**src/rtl/lamp_params.svh**
```systemverilog
// timing constants and encodings for the status lamp driver
`ifndef LAMP_PARAMS_SVH
`define LAMP_PARAMS_SVH
// Overview of operation
// Blinking holds the lamp on for 200 ms, then off for 200 ms, repeating.
// Flickering holds the lamp on for 50 ms, then off for 50 ms, repeating.
// Single flash is on for 200 ms, then off for 1000 ms, repeating.
// Double flash is on 200, off 200, on 200, off 1000 ms, repeating.
// The state lamp is off, flickers, blinks, single-flashes or is steady on, following the slave state.
// The fault lamp is off, blinks, single-flashes or double-flashes, following the error cause.
// Each port lamp is off with no link and blinks while linked and receiving.
// The four user lamps follow software control bits directly.
// All timing comes from one millisecond tick, and a new pattern restarts with its on phase.

// -------------------------------------------------------------------
// timing
// -------------------------------------------------------------------
`define CLK_FREQ_HZ      100000000
`define TICK_PERIOD_MS   1
`define TICK_CYCLES      ((`CLK_FREQ_HZ / 1000) * `TICK_PERIOD_MS)
`define BLINK_ON_MS      200
`define BLINK_OFF_MS     200
`define FLICKER_ON_MS    50
`define FLICKER_OFF_MS   50
`define FLASH_ON_MS      200
`define FLASH_GAP_MS     200
`define FLASH_OFF_MS     1000
// -------------------------------------------------------------------
// slave state encoding on slave_state_i
// -------------------------------------------------------------------
`define ST_INIT          3'h1
`define ST_BOOT          3'h3
`define ST_PREOP         3'h2
`define ST_SAFEOP        3'h4
`define ST_OP            3'h0
`endif

```
**src/rtl/lamp_pkg.sv**
```systemverilog
// types shared by the status lamp driver
package lamp_pkg;
    typedef enum logic [2:0] {
        PAT_OFF,
        PAT_ON,
        PAT_BLINK,
        PAT_FLICKER,
        PAT_SINGLE,
        PAT_DOUBLE
    } pattern_type;

    // error causes, highest priority first: watchdog, config, failed change
    typedef struct packed {
        logic watchdog_expired;
        logic config_error;
        logic change_failed;
    } fault_type;

    typedef struct packed {
        logic link_up;
        logic rx_active;
    } port_type;
endpackage

```
**src/rtl/slave_status_led_driver.sv**
```systemverilog
// status lamp pattern generator for the slave controller board
`include "lamp_params.svh"
`timescale 1ns/1ps
`default_nettype none

// -------------------------------------------------------------------
// one lamp sequencer: runs a pattern from the shared millisecond tick
// -------------------------------------------------------------------
module lamp_sequencer
    import lamp_pkg::*;
(
    // clock and reset
    input  wire logic        clk_i,
    input  wire logic        sys_rst_i,
    // timing and selection
    input  wire logic        tick_i,
    input  var  pattern_type pattern_i,
    // lamp
    output logic             lamp_o
);
    logic [9:0]  ms_reg;
    logic [9:0]  ms_next;
    logic [1:0]  phase_reg;
    logic [1:0]  phase_next;
    pattern_type last_reg;
    logic        lamp_reg;
    logic        lamp_next;
    logic [9:0]  phase_len;
    logic        restart;
    logic        phase_done;
    logic [1:0]  last_phase;
    logic [9:0]  blink_len;
    logic [9:0]  flicker_len;

    // blink and flicker keep separate on and off lengths, so either
    // can be retuned without disturbing the other
    assign blink_len   = phase_reg[0] ? 10'(`BLINK_OFF_MS)
                                      : 10'(`BLINK_ON_MS);
    assign flicker_len = phase_reg[0] ? 10'(`FLICKER_OFF_MS)
                                      : 10'(`FLICKER_ON_MS);

    // phase lengths; phase 0 is always the on phase
    assign phase_len =
        (pattern_i == PAT_FLICKER)                 ? flicker_len :
        (pattern_i == PAT_BLINK)                   ? blink_len :
        (phase_reg == 2'h0 || phase_reg == 2'h2)   ? 10'(`FLASH_ON_MS) :
        (pattern_i == PAT_DOUBLE && phase_reg == 2'h1) ?
                                                     10'(`FLASH_GAP_MS) :
                                                     10'(`FLASH_OFF_MS);
    // single flash has two phases, double flash four
    assign last_phase = (pattern_i == PAT_DOUBLE) ? 2'h3 : 2'h1;
    assign restart    = (pattern_i != last_reg);
    assign phase_done = tick_i && (ms_reg == phase_len - 10'h001);

    // next-state of the phase counters
    always_comb begin
        ms_next    = ms_reg;
        phase_next = phase_reg;
        if (restart) begin
            ms_next    = 10'h000;
            phase_next = 2'h0;
        end else if (phase_done) begin
            ms_next    = 10'h000;
            phase_next = (phase_reg == last_phase) ? 2'h0 : phase_reg + 2'h1;
        end else if (tick_i) begin
            ms_next = ms_reg + 10'h001;
        end
    end

    // even phases light the lamp; steady patterns ignore the phase
    always_comb begin
        case (pattern_i)
            PAT_OFF: lamp_next = 1'b0;
            PAT_ON:  lamp_next = 1'b1;
            default: lamp_next = ~phase_next[0];
        endcase
    end

    // registers; lamp output is a flip-flop to avoid decode glitches
    always_ff @(posedge clk_i) begin
        if (sys_rst_i) begin
            ms_reg    <= 10'h000;
            phase_reg <= 2'h0;
            last_reg  <= PAT_OFF;
            lamp_reg  <= 1'b0;
        end else begin
            ms_reg    <= ms_next;
            phase_reg <= phase_next;
            last_reg  <= pattern_i;
            lamp_reg  <= lamp_next;
        end
    end

    assign lamp_o = lamp_reg;
endmodule

// -------------------------------------------------------------------
// top: tick divider, input synchronisers, pattern selection
// -------------------------------------------------------------------
module slave_status_led_driver
    import lamp_pkg::*;
#(
    parameter int PORTS       = 2,
    parameter int TICK_CYCLES = `TICK_CYCLES
)
(
    // clock and reset
    input  wire logic             clk_i,
    input  wire logic             sys_rst_i,
    // slave controller status, same clock domain
    input  wire logic [2:0]       slave_state_i,
    input  var  fault_type        fault_i,
    // per-port link status from the phys, asynchronous
    input  var  port_type [PORTS-1:0] port_i,
    // software control bits
    input  wire logic [3:0]       user_bits_i,
    // lamp drives
    output logic                  state_lamp_drive_o,
    output logic                  fault_lamp_drive_o,
    output logic [PORTS-1:0]      port_lamp_o,
    output logic                  user_lamp_one_o,
    output logic                  user_lamp_two_o,
    output logic                  user_lamp_three_o,
    output logic                  user_lamp_four_o
);
    // refuse settings the divider or the port loop cannot serve;
    // checked while elaborating, so a bad build never starts
    if (TICK_CYCLES < 2 || PORTS < 1) begin : g_bad_params
        $error("slave_status_led_driver: bad parameters");
    end

    logic [31:0]       div_reg;
    logic              tick_reg;
    logic [3:0]        user_reg;
    port_type [PORTS-1:0] port_meta_reg;
    port_type [PORTS-1:0] port_sync_reg;
    pattern_type       state_pat;
    pattern_type       fault_pat;
    wire               tick_wrap = (div_reg == 32'(TICK_CYCLES - 1));

    // free-running millisecond tick shared by the state, fault and port lamps
    always_ff @(posedge clk_i) begin
        if (sys_rst_i) begin
            div_reg  <= 32'h0;
            tick_reg <= 1'b0;
        end else begin
            div_reg  <= tick_wrap ? 32'h0 : div_reg + 32'h1;
            tick_reg <= tick_wrap;
        end
    end

    // phy status is asynchronous: two flops before use
    always_ff @(posedge clk_i) begin
        if (sys_rst_i) begin
            port_meta_reg <= '0;
            port_sync_reg <= '0;
        end else begin
            port_meta_reg <= port_i;
            port_sync_reg <= port_meta_reg;
        end
    end

    // slave state to pattern
    assign state_pat =
        (slave_state_i == `ST_BOOT)   ? PAT_FLICKER :
        (slave_state_i == `ST_PREOP)  ? PAT_BLINK :
        (slave_state_i == `ST_SAFEOP) ? PAT_SINGLE :
        (slave_state_i == `ST_OP)     ? PAT_ON : PAT_OFF;

    // error cause to pattern; watchdog outranks the others
    assign fault_pat =
        fault_i.watchdog_expired ? PAT_DOUBLE :
        fault_i.config_error     ? PAT_SINGLE :
        fault_i.change_failed    ? PAT_BLINK : PAT_OFF;

    lamp_sequencer u_state (
        .clk_i     (clk_i),
        .sys_rst_i (sys_rst_i),
        .tick_i    (tick_reg),
        .pattern_i (state_pat),
        .lamp_o    (state_lamp_drive_o)
    );

    lamp_sequencer u_fault (
        .clk_i     (clk_i),
        .sys_rst_i (sys_rst_i),
        .tick_i    (tick_reg),
        .pattern_i (fault_pat),
        .lamp_o    (fault_lamp_drive_o)
    );

    // one link/activity lamp per port
    generate
        for (genvar p = 0; p < PORTS; p++) begin : g_port
            pattern_type port_pat;
            // blinks only when linked and receiving
            assign port_pat = (port_sync_reg[p].link_up &&
                               port_sync_reg[p].rx_active) ?
                              PAT_BLINK : PAT_OFF;
            lamp_sequencer u_port (
                .clk_i     (clk_i),
                .sys_rst_i (sys_rst_i),
                .tick_i    (tick_reg),
                .pattern_i (port_pat),
                .lamp_o    (port_lamp_o[p])
            );
        end
    endgenerate

    // user lamps: registered copy of the software bits
    always_ff @(posedge clk_i) begin
        if (sys_rst_i)
            user_reg <= 4'h0;
        else
            user_reg <= user_bits_i;
    end

    assign user_lamp_one_o   = user_reg[0];
    assign user_lamp_two_o   = user_reg[1];
    assign user_lamp_three_o = user_reg[2];
    assign user_lamp_four_o  = user_reg[3];
endmodule

`default_nettype wire

```
**config.mk**
```make
export PLATFORM = sky130hd
export DESIGN_NAME = slave_status_led_driver
export DESIGN_NICKNAME = d
export VERILOG_FILES = /design/src/rtl/lamp_pkg.sv /design/src/rtl/slave_status_led_driver.sv
export VERILOG_INCLUDE_DIRS = /design/src /design/src/rtl
export SDC_FILE = /design/constraint.sdc
export NUM_CORES = 1
export LEC_CHECK = 0
export BUFFER_PORTS_ARGS = -buffer_cell sky130_fd_sc_hd__buf_4
export CAP_MARGIN = 5
export CORE_MARGIN = 2
export CORE_UTILIZATION = 55
export DETAILED_ROUTE_END_ITERATION = 12
export GPL_ROUTABILITY_DRIVEN = 0
export HOLD_SLACK_MARGIN = 0.08
export PLACE_DENSITY = 0.81
export SLEW_MARGIN = 20
export SYNTH_ARGS = -nofsm -noshare
export SYNTH_HDL_FRONTEND = slang
export SYNTH_HIERARCHICAL = 1
export SYNTH_SLANG_ARGS = --single-unit
```
**constraint.sdc**
```tcl
create_clock -name clk_i -period 5 [get_ports clk_i]
set_input_delay 1 -clock clk_i [delete_from_list [all_inputs] [get_ports clk_i]]
set_output_delay 1 -clock clk_i [all_outputs]
set_load 0.05 [all_outputs]
```
* Word level (Yosys, flattened, before mapping)
Cells that the tools add are included.
Storage, ports and cells: output and inout bits 8, RAM bits 0, ROM bits 0, bits in registers 109, bits in latches 0, memories kept 0
Operators by class: add/sub/neg operators 13, reduce and logical (&&, ||, !) cells 32, multipliers 0, order comparisons 0, eq/ne operators 40, shifts and indexed selects 0, multiplexer cells 45, divide/modulo/power cells 0, bitwise operators 4
Operators with widths (count):
- $mux W10 | 16
- $add A10 B1 Y10 const B | 4
- $eq A10 B10 Y1 | 4
- $sub A10 B1 Y10 const B | 4
- $add A32 B1 Y32 const B | 1
- $eq A32 B17 Y1 const B | 1
- $mux W2 | 11
- $eq A3 B2 Y1 const B | 6
- $eq A2 B2 Y1 const B | 8
- $logic_not A3 Y1 | 5
- $mux W3 | 5
- $eq A2 B1 Y1 const B | 6
- $reduce_or A3 Y1 | 4
- $logic_and A1 B1 Y1 | 10
- $reduce_or A2 Y1 | 5
- $eq A3 B3 Y1 const B | 3
- $mux W1 | 9
- $add A2 B1 Y2 const B | 4
- $eq A2 B2 Y1 | 4
- $logic_not A2 Y1 | 4
- $pmux W1 S2 | 4
- $eq A2 B3 Y1 const B | 2
- $eq A3 B1 Y1 const B | 2
- $ne A2 B3 Y1 | 2
- 3 further kinds | 10

* Logic depth before layout (Yosys ltp)
Gate-level depths: netlist (run 1).
depth in word-level cells 18, depth in mapped cells 10

* By module
Netlist (run 1), hierarchy kept.
Modules (own cells, without submodules):
- lamp_sequencer | area each 877.1 µm², cells each 102, instances 4, seq. area each 320.3 µm²
- slave_status_led_driver | area each 1915.6 µm², cells each 209, instances 1, seq. area each 900.9 µm²

* Least setup slack after synthesis (run 1)
OpenSTA, ideal clock, no wires.
path type input -> register, start in slave_state_i[1], end reg u_state.phase_reg[1], buffers on the path 1, stages 8, path slack 1.997 ns, setup time 0.064 ns, arrival time 2.938 ns, cell sequence nor3b_1 > buf_6 > and3b_1 > or4_1 > a22o_1 > nor3_2 > mux2_2 > nor2_1
Between the ends: cells in the longest elaborated chain, start to end 14, elaborated cells on any way between the ends 24, classes of those cells add/sub (1); eq/ne (9); mux (10); reduce/logical (4)
RTL lines:
- start, declared | line slave_status_led_driver.sv:111 | input wire logic [2:0] slave_state_i,
- $logic_not A3 Y1 (no source line)
- $mux W1 | line slave_status_led_driver.sv:168 | (slave_state_i == `ST_OP) ? PAT_ON : PAT_OFF;
- $mux W3 | line slave_status_led_driver.sv:167 | (slave_state_i == `ST_SAFEOP) ? PAT_SINGLE :
- $mux W3 | line slave_status_led_driver.sv:166 | (slave_state_i == `ST_PREOP) ? PAT_BLINK :
- $mux W3 (*) | line slave_status_led_driver.sv:165 | (slave_state_i == `ST_BOOT) ? PAT_FLICKER :
- $eq A3 B3 Y1 | line slave_status_led_driver.sv:47, slave_status_led_driver.sv:51
- $logic_and A1 B1 Y1 | line slave_status_led_driver.sv:47 | (pattern_i == PAT_DOUBLE && phase_reg == 2'h1) ?
- $mux W10 | line slave_status_led_driver.sv:47
- $mux W10 | line slave_status_led_driver.sv:46 | (phase_reg == 2'h0 || phase_reg == 2'h2) ? 10'(`FLASH_ON_MS) :
- $mux W10 | line slave_status_led_driver.sv:45 | (pattern_i == PAT_BLINK) ? blink_len :
- $mux W10 | line slave_status_led_driver.sv:44 | (pattern_i == PAT_FLICKER) ? flicker_len :
- $sub A10 B1 Y10 | line slave_status_led_driver.sv:53 | assign phase_done = tick_i && (ms_reg == phase_len - 10'h001);
- $eq A10 B10 Y1 | line slave_status_led_driver.sv:53
- $logic_and A1 B1 Y1 | line slave_status_led_driver.sv:53
- end signal, assigned | line slave_status_led_driver.sv:88 | phase_reg <= phase_next;
- end, declared | line slave_status_led_driver.sv:23 | logic [1:0] phase_reg;
Every way passes the cells marked *; elsewhere a longest branch is shown, timed or not. A chain may end at the register's enable or synchronous reset.

* Worst setup path in the final report (run 1)
start in fault_i[2] (netlist name), end reg u_fault.phase_reg[1]
Between the ends: cells in the longest elaborated chain, start to end 10, elaborated cells on any way between the ends 17, classes of those cells add/sub (1); eq/ne (6); mux (7); reduce/logical (3)
RTL lines:
- start, declared | line slave_status_led_driver.sv:112 | input var fault_type fault_i,
- $mux W3 (*) | line slave_status_led_driver.sv:172 | fault_i.watchdog_expired ? PAT_DOUBLE :
- via fault_pat[2] | line slave_status_led_driver.sv:138 | pattern_type fault_pat;
- $eq A3 B3 Y1 | line slave_status_led_driver.sv:47, slave_status_led_driver.sv:51
- $logic_and A1 B1 Y1 | line slave_status_led_driver.sv:47
- $mux W10 | line slave_status_led_driver.sv:47
- $mux W10 | line slave_status_led_driver.sv:46
- $mux W10 | line slave_status_led_driver.sv:45
- $mux W10 | line slave_status_led_driver.sv:44
- $sub A10 B1 Y10 | line slave_status_led_driver.sv:53
- $eq A10 B10 Y1 | line slave_status_led_driver.sv:53
- $logic_and A1 B1 Y1 | line slave_status_led_driver.sv:53
- end signal, assigned | line slave_status_led_driver.sv:88
- end, declared | line slave_status_led_driver.sv:23
Mark *: on every way through the listed nets, which the timed path passes. The rest lies on a longest branch.

==> metrics.txt, run 1 <==
Place WS 1520 ps; Max Freq 318 MHz; status finished, final reports clean; H-Tree Depth 3; DRT Wirelength 9860 um; critical path class input pin to flop; Avg Cell Area, Syn 8.79 sq um; peak supply drop 0.000187 V; clk sink count 109; final antenna diode count 0; Area contributors post-synth dfxtp_1 (40%), nor2_1 (7.3%), xor2_1 (6.9%), xnor2_1 (6.1%), ha_1 (3.9%); routed vias 4,155; worst min-delay path category flop to flop; Worst-Skew Late Latency 370 ps; reported max-cap violation count 0; area post-placement 0.00566 sq mm; detail-routed net length per standard cell 12.7 um; initial antenna violation count 0; Bufs on Longest Clock Path 2; port bufs 23; DR DRC count 0; nature of the critical path endpoint flop; Reg-to-Reg Start div_reg[0]$_SDFF_PP0_; vias in the first global route 3,895; final setup fails 0; Largest register FFs 32; Ports 24; most frequent CP cell nor2_1; nets 673; gr usage total 19.6%; fraction of layout cells with a size suffix above 1 10.1%; WHS Endpoint port_sync_reg[3]$_SDFF_PP0_; Hold Startpoint port_meta_reg[3]$_SDFF_PP0_; Filler Cell Count 861; Seq cells post-synth 109; post-CTS sizing 0; Post-Route Utilization 60.6%; leakage power 0.00202 uW; Root Driver clkbuf_8; pwr/cell area 261 mW/mm^2; Worst Path Required 5300 ps; Yosys top cell by area dfxtp_1; Num CTS Buffers 9; drt initial violations 107; RSZ-0062 raised after global routing false; Slew @ Worst Pin 1020 ps; Synth Cell Area 0.00542 sq mm; Synth top area share 40.2%; post-route cell area 0.00586 sq mm; post-synthesis cell count 617; CTS tree built; FP Rows 36; Total Neg Setup Slack 0 ps; CTS Hold Bufs 0; die height 103 um; WP data arrival 3450 ps; sequential-to-total area share from yosys stat 40.2%; setup slack, reg-to-reg 2790 ps; CP peak stage delay 490 ps; via/cell ratio 5.35; Area Growth Syn to Fin 8.12%; die area 0.0107 sq mm; R2R cell count 6; GR Overflow Total 0; Yosys cell types 45; hold path cells 1; fin crit share 62.9%; Pins Over Slew Limit 0; Worst path slowest cell nor2_1; Antenna Nets Post-Route 0; Power Total 1530 uW; Multi-input gate area 0.00308 sq mm; Worst-path clk slew 90 ps; Fin Clk Skew 11.9 ps; Die Wd 103 um; crit path time final 3140 ps; core area 0.00968 sq mm; DR pass1 iterations 4; final hold vios 0; Initial Utilization 56.0%; reg-to-reg endpoint div_reg[24]$_SDFF_PP0_; YS warnings 6; worst path cell trace buf_4 -> or2_2 -> nor2_1 -> nand2b_1 -> a311o_1 -> a22o_1 -> nor3_2 -> mux2_2 -> nor2_1; largest net degree at the start of global routing 35; post-layout worst setup margin 1860 ps; post-detail-place hpwl 7060 um; Max transition margin 32.2%; Setup Buffers After CTS 0; worst-path maximum fanout 11; first-pass GRT wire length 16,800 um; critical path launch point type input pin; sequential cell area 0.00218 sq mm
==> cell type report <==
| class | instances | area share, % |
|---|---|---|
| clock buffers | 10 | 2.35 |
| clock inverters | 5 | 1.15 |
| inverters | 12 | 0.768 |
| multi-input cells | 483 | 52.5 |
| flip-flops and latches | 109 | 37.2 |
| well taps | 133 | 2.84 |
| repair buffers | 25 | 3.20 |
==> how the worst max path moves through the flow <==
| stage | from | endpoint | slack, ps | depth (start not counted) |
|---|---|---|---|---|
| floorplan | slave_state_i[1] | u_state/phase_reg[1]$_SDFFE_PP0P_ | 2000 | 8 |
| global placement | fault_i[2] | u_fault/phase_reg[1]$_SDFFE_PP0P_ | 1720 | 9 |
| detailed placement | fault_i[2] | u_fault/phase_reg[1]$_SDFFE_PP0P_ | 1520 | 9 |
| CTS | fault_i[2] | u_fault/phase_reg[1]$_SDFFE_PP0P_ | 1910 | 9 |
| global route | fault_i[2] | u_fault/phase_reg[1]$_SDFFE_PP0P_ | 1710 | 9 |
| finish | fault_i[2] | u_fault/phase_reg[1]$_SDFFE_PP0P_ | 1860 | 9 |
==> through the flow <==
| stage | hold slack, ps | std cells |
|---|---|---|
| finish | 444 | 777 |
| global route | 462 | 777 |
| CTS | 449 | 777 |
| detailed placement | 426 | 762 |
| global placement | 430 | 762 |
| floorplan | 414 | 632 |
==> critical path, delay by kind of cell <==
kind            cells  cell delay, ps
simple gates        5            1410
compound gates      2             520
mux                 1             370
buf+inv             1             140
==> power by group <==
group	leakage (uW)	switching, uW	internal, uW
combinational	0.00103	55.5	37.0
sequential	0.000885	6.05	881
clock	0.000105	302	250
total	0.00202	364	1170
==> cells in the mapped netlist, drive strengths merged <==
master and n:
dfxtp 109, nor2 107, xor2 43, xnor2 38
nand3 37, nand2 36, nand4 28, nor2b 26
buf 19, ha 17, inv 12, nor3 11
a21oi 10, o21ai 10, or2 10, and3 9
clkbuf 9, nor4 9, nand2b 8, nand3b 8
nand4b 8, nor4b 5, or4 5, a22o 4
a311o 4, a311oi 4, and3b 4, mux2 4
mux2i 4, o311ai 4, o31a 4, and2 3
and4 3, nor3b 2, or3 2, conb 1
==> cell families (layout without fill, tap and decap cells) <==
group                      Yosys count  in the layout  share of synthesized area [%]
and+or+nand+nor                    321            321                           31.9
DFF                                109            109                           40.2
xor gates and xnor gates            81             81                           13.1
AOI/OAI and AO/OA                   40             40                           5.17
buffers and inverters               40             52                           4.06
adders and majority gates           17             17                           3.92
muxes                                8              8                           1.57
other                                1             16                         0.0691
==> metal layers <==
| metal | global-route usage [%] | up-vias | part of all wire, % |
|---|---|---|---|
| met5 | 0 | - | 0 |
| li1 | - | 2136 | - |
| met1 | 24.8 | 1933 | 47 |
| met2 | 32.9 | 80 | 48 |
| met3 | 4.91 | 6 | 3.8 |
| met4 | 6.28 | 0 | 0.69 |
==> layout by cell type (no fill, tap or decap), types with 3 or more instances in the layout <==
cell type  netlist  final
and2_1           3      3
or4_1            5      5
nand4b_1         8      8
xor2_1          43     43
mux2i_1          4      4
o21ai_0         10     10
conb_1           1     16
a311o_1          4      4
nand3_1         36     36
a21oi_1         10     10
dfxtp_1        109    109
nor3_2           5      5
o311ai_0         4      4
nand4_1         26     26
and4_1           3      3
and3_1           9      9
o31a_1           4      4
or2_2            9     10
nor2b_1         26     26
mux2_2           4      4
ha_1            17     17
nand2b_1         8      8
nor4_1           8      8
a22o_1           4      4
and3b_1          4      4
nor3_1           5      5
xnor2_1         38     38
nand2_1         36     36
nand3b_1         8      8
inv_1           12     12
clkbuf_8         0     10
buf_4            1     25
a311oi_1         4      4
nor4b_1          5      5
nor2_1         106    106
No activity file was read; power rests on OpenSTA's default activity.
==> inputs of run 2 (changes only) <==
PLACE_DENSITY = 0.84   (was 0.81)
clock period = 2.5 ns   (was 5 ns; I/O delays follow)
==> run 2 against run 1 <==
Compared with the run above: sequential share of layout area is 0.34 points lower; global-route usage is 0.87 points higher; first-iteration DRC count is 49% higher; critical endpoint is now u_state/phase_reg[1]$_SDFFE_PP0P_; largest cell class unchanged.
==> metrics.txt, run 2 (synthesis results as in run 1) <==
first-pass GRT wire length 17,100 um (was 16,800 um); drt initial violations 159 (was 107); most frequent cells in the layout dfxtp_1 (109), nor2_1 (106), xor2_1 (43), xnor2_1 (38) (unchanged); WL met2 5030 um (was 4750 um); Largest register FFs 32 (unchanged); final hold vios 0 (unchanged); H-Tree Depth 3 (unchanged); post-route cell area 0.00592 sq mm (was 0.00586 sq mm); DR WL met3 360 um (was 371 um); critical path launch point type input pin (unchanged); Bufs on Longest Clock Path 2 (unchanged); Post-Route M1 WL 4430 um (was 4660 um); largest net degree at the start of global routing 35 (unchanged); critical path class input pin to flop (unchanged); final antenna diode count 0 (unchanged); Fin Clk Skew 10.4 ps (was 11.9 ps); DR pass1 iterations 6 (was 4); Initial Utilization 56.0% (unchanged); leakage power 0.00206 uW (was 0.00202 uW); RSZ-0062 raised after global routing false (unchanged); initial antenna violation count 0 (unchanged); post-layout worst setup margin 329 ps (was 1860 ps); WP data arrival 2510 ps (was 3450 ps); Ports 24 (unchanged); CTS tree built (unchanged); final setup fails 0 (unchanged); gr usage total 20.4% (was 19.6%); port bufs 23 (unchanged); nets 683 (was 673); most common cell after layout, fill and taps aside dfxtp_1 (unchanged); clk sink count 109 (unchanged); post-detail-place hpwl 7210 um (was 7060 um); status finished, final reports clean (unchanged); Antenna Nets Post-Route 0 (unchanged); die height 103 um (unchanged); pwr/cell area 503 mW/mm^2 (was 261 mW/mm^2); post-CTS sizing 0 (unchanged); nature of the critical path endpoint flop (unchanged); DRT Wirelength 9930 um (was 9860 um); reported max-cap violation count 0 (unchanged); Worst-Skew Late Latency 390 ps (was 370 ps); Worst Path Required 2840 ps (was 5300 ps); worst min-delay path category input pin to flop (was flop to flop); Setup Buffers After CTS 0 (unchanged); fin crit share 86.8%; die area 0.0107 sq mm (unchanged); worst hold margin 317 ps (was 444 ps); peak supply drop 0.000541 V (was 0.000187 V); core area 0.00968 sq mm (unchanged); Slew @ Worst Pin 502 ps (was 1020 ps); via/cell ratio 5.31 (was 5.35); Max Freq 461 MHz; FP Rows 36 (unchanged); crit path time final 2170 ps; Place WS -63.1 ps (was 1520 ps); Worst-path clk slew 110 ps (was 90 ps); Max transition margin 66.3% (was 32.2%); routed vias 4,186 (was 4,155); detail-routed net length per standard cell 12.6 um (was 12.7 um); CTS Hold Bufs 0 (unchanged); Post-Route Utilization 61.1% (was 60.6%); Pins Over Slew Limit 0 (unchanged); DR top layer met4 (unchanged); Num CTS Buffers 9 (unchanged); Die Wd 103 um (unchanged); Area Growth Syn to Fin 9.11% (was 8.12%); area post-placement 0.00573 sq mm (was 0.00566 sq mm); GR Overflow Total 0 (unchanged); vias in the first global route 4,050 (was 3,895); worst-path maximum fanout 3 (was 11); Root Driver clkbuf_8 (unchanged); Total Neg Setup Slack 0 ps (unchanged); DR DRC count 0 (unchanged); fraction of layout cells with a size suffix above 1 11.3% (was 10.1%)
run 2: changes by cell type in the layout (fill, tap and decap cells not counted), sizes merged:
cell	previous run	this run
buf	25	35
bufinv	1	0
clkinvlp	0	1
inv	14	15
run 2: final timing paths:
check,end,cells past startpoint,slack (ps),from
max,u_state/phase_reg[1]$_SDFFE_PP0P_,8,330,slave_state_i[1]
max reg2reg,g_port[1].u_port/phase_reg[1]$_SDFFE_PP0P_,8,360,g_port[1].u_port/phase_reg[0]$_SDFF_PP0_
min reg2reg,port_sync_reg[0]$_SDFF_PP0_,1,450,port_meta_reg[0]$_SDFF_PP0_
min,port_meta_reg[2]$_SDFF_PP0_,2,320,port_i[2]
run 2: area by class of cell:
cell class              count  area, sq um
multi-input cells         483         3080
fillers                   832         3770
clock buffers              10          128
inverters                  12         45.0
clock inverters             6         56.3
repair buffers             35          263
flip-flops and latches    109         2180
well taps                 133          166
run 2: report_power, final:
part / leakage [uW] / internal [uW] / switching, uW / total (uW)
registers: 0.000885 / 1760 / 10.8 / 1770
logic: 0.00108 / 82.0 / 115 / 197
clock network: 0.0000909 / 383 / 623 / 1010
run 2: worst max-delay path: stages:
cell and delay (ps):
buf_4 120, nor3b_1 250, and3b_1 220, or4_1 470
a22o_1 280, nor3_2 220, mux2_2 370, nor2_1 80
run 2: routing by layer:
layer,vias to the layer above,GRT usage [%]
met3,13,7.26
met1,1964,22.8
met5,-,0
li1,2161,-
met4,0,6.07
met2,48,36.7
run 2: through the flow:
step	total power [uW]	instances
2_1_floorplan	1960	632
3_3_place_gp	2000	772
3_5_place_dp	2010	772
4_1_cts	3020	788
5_1_grt	3100	788
6_report	2980	788
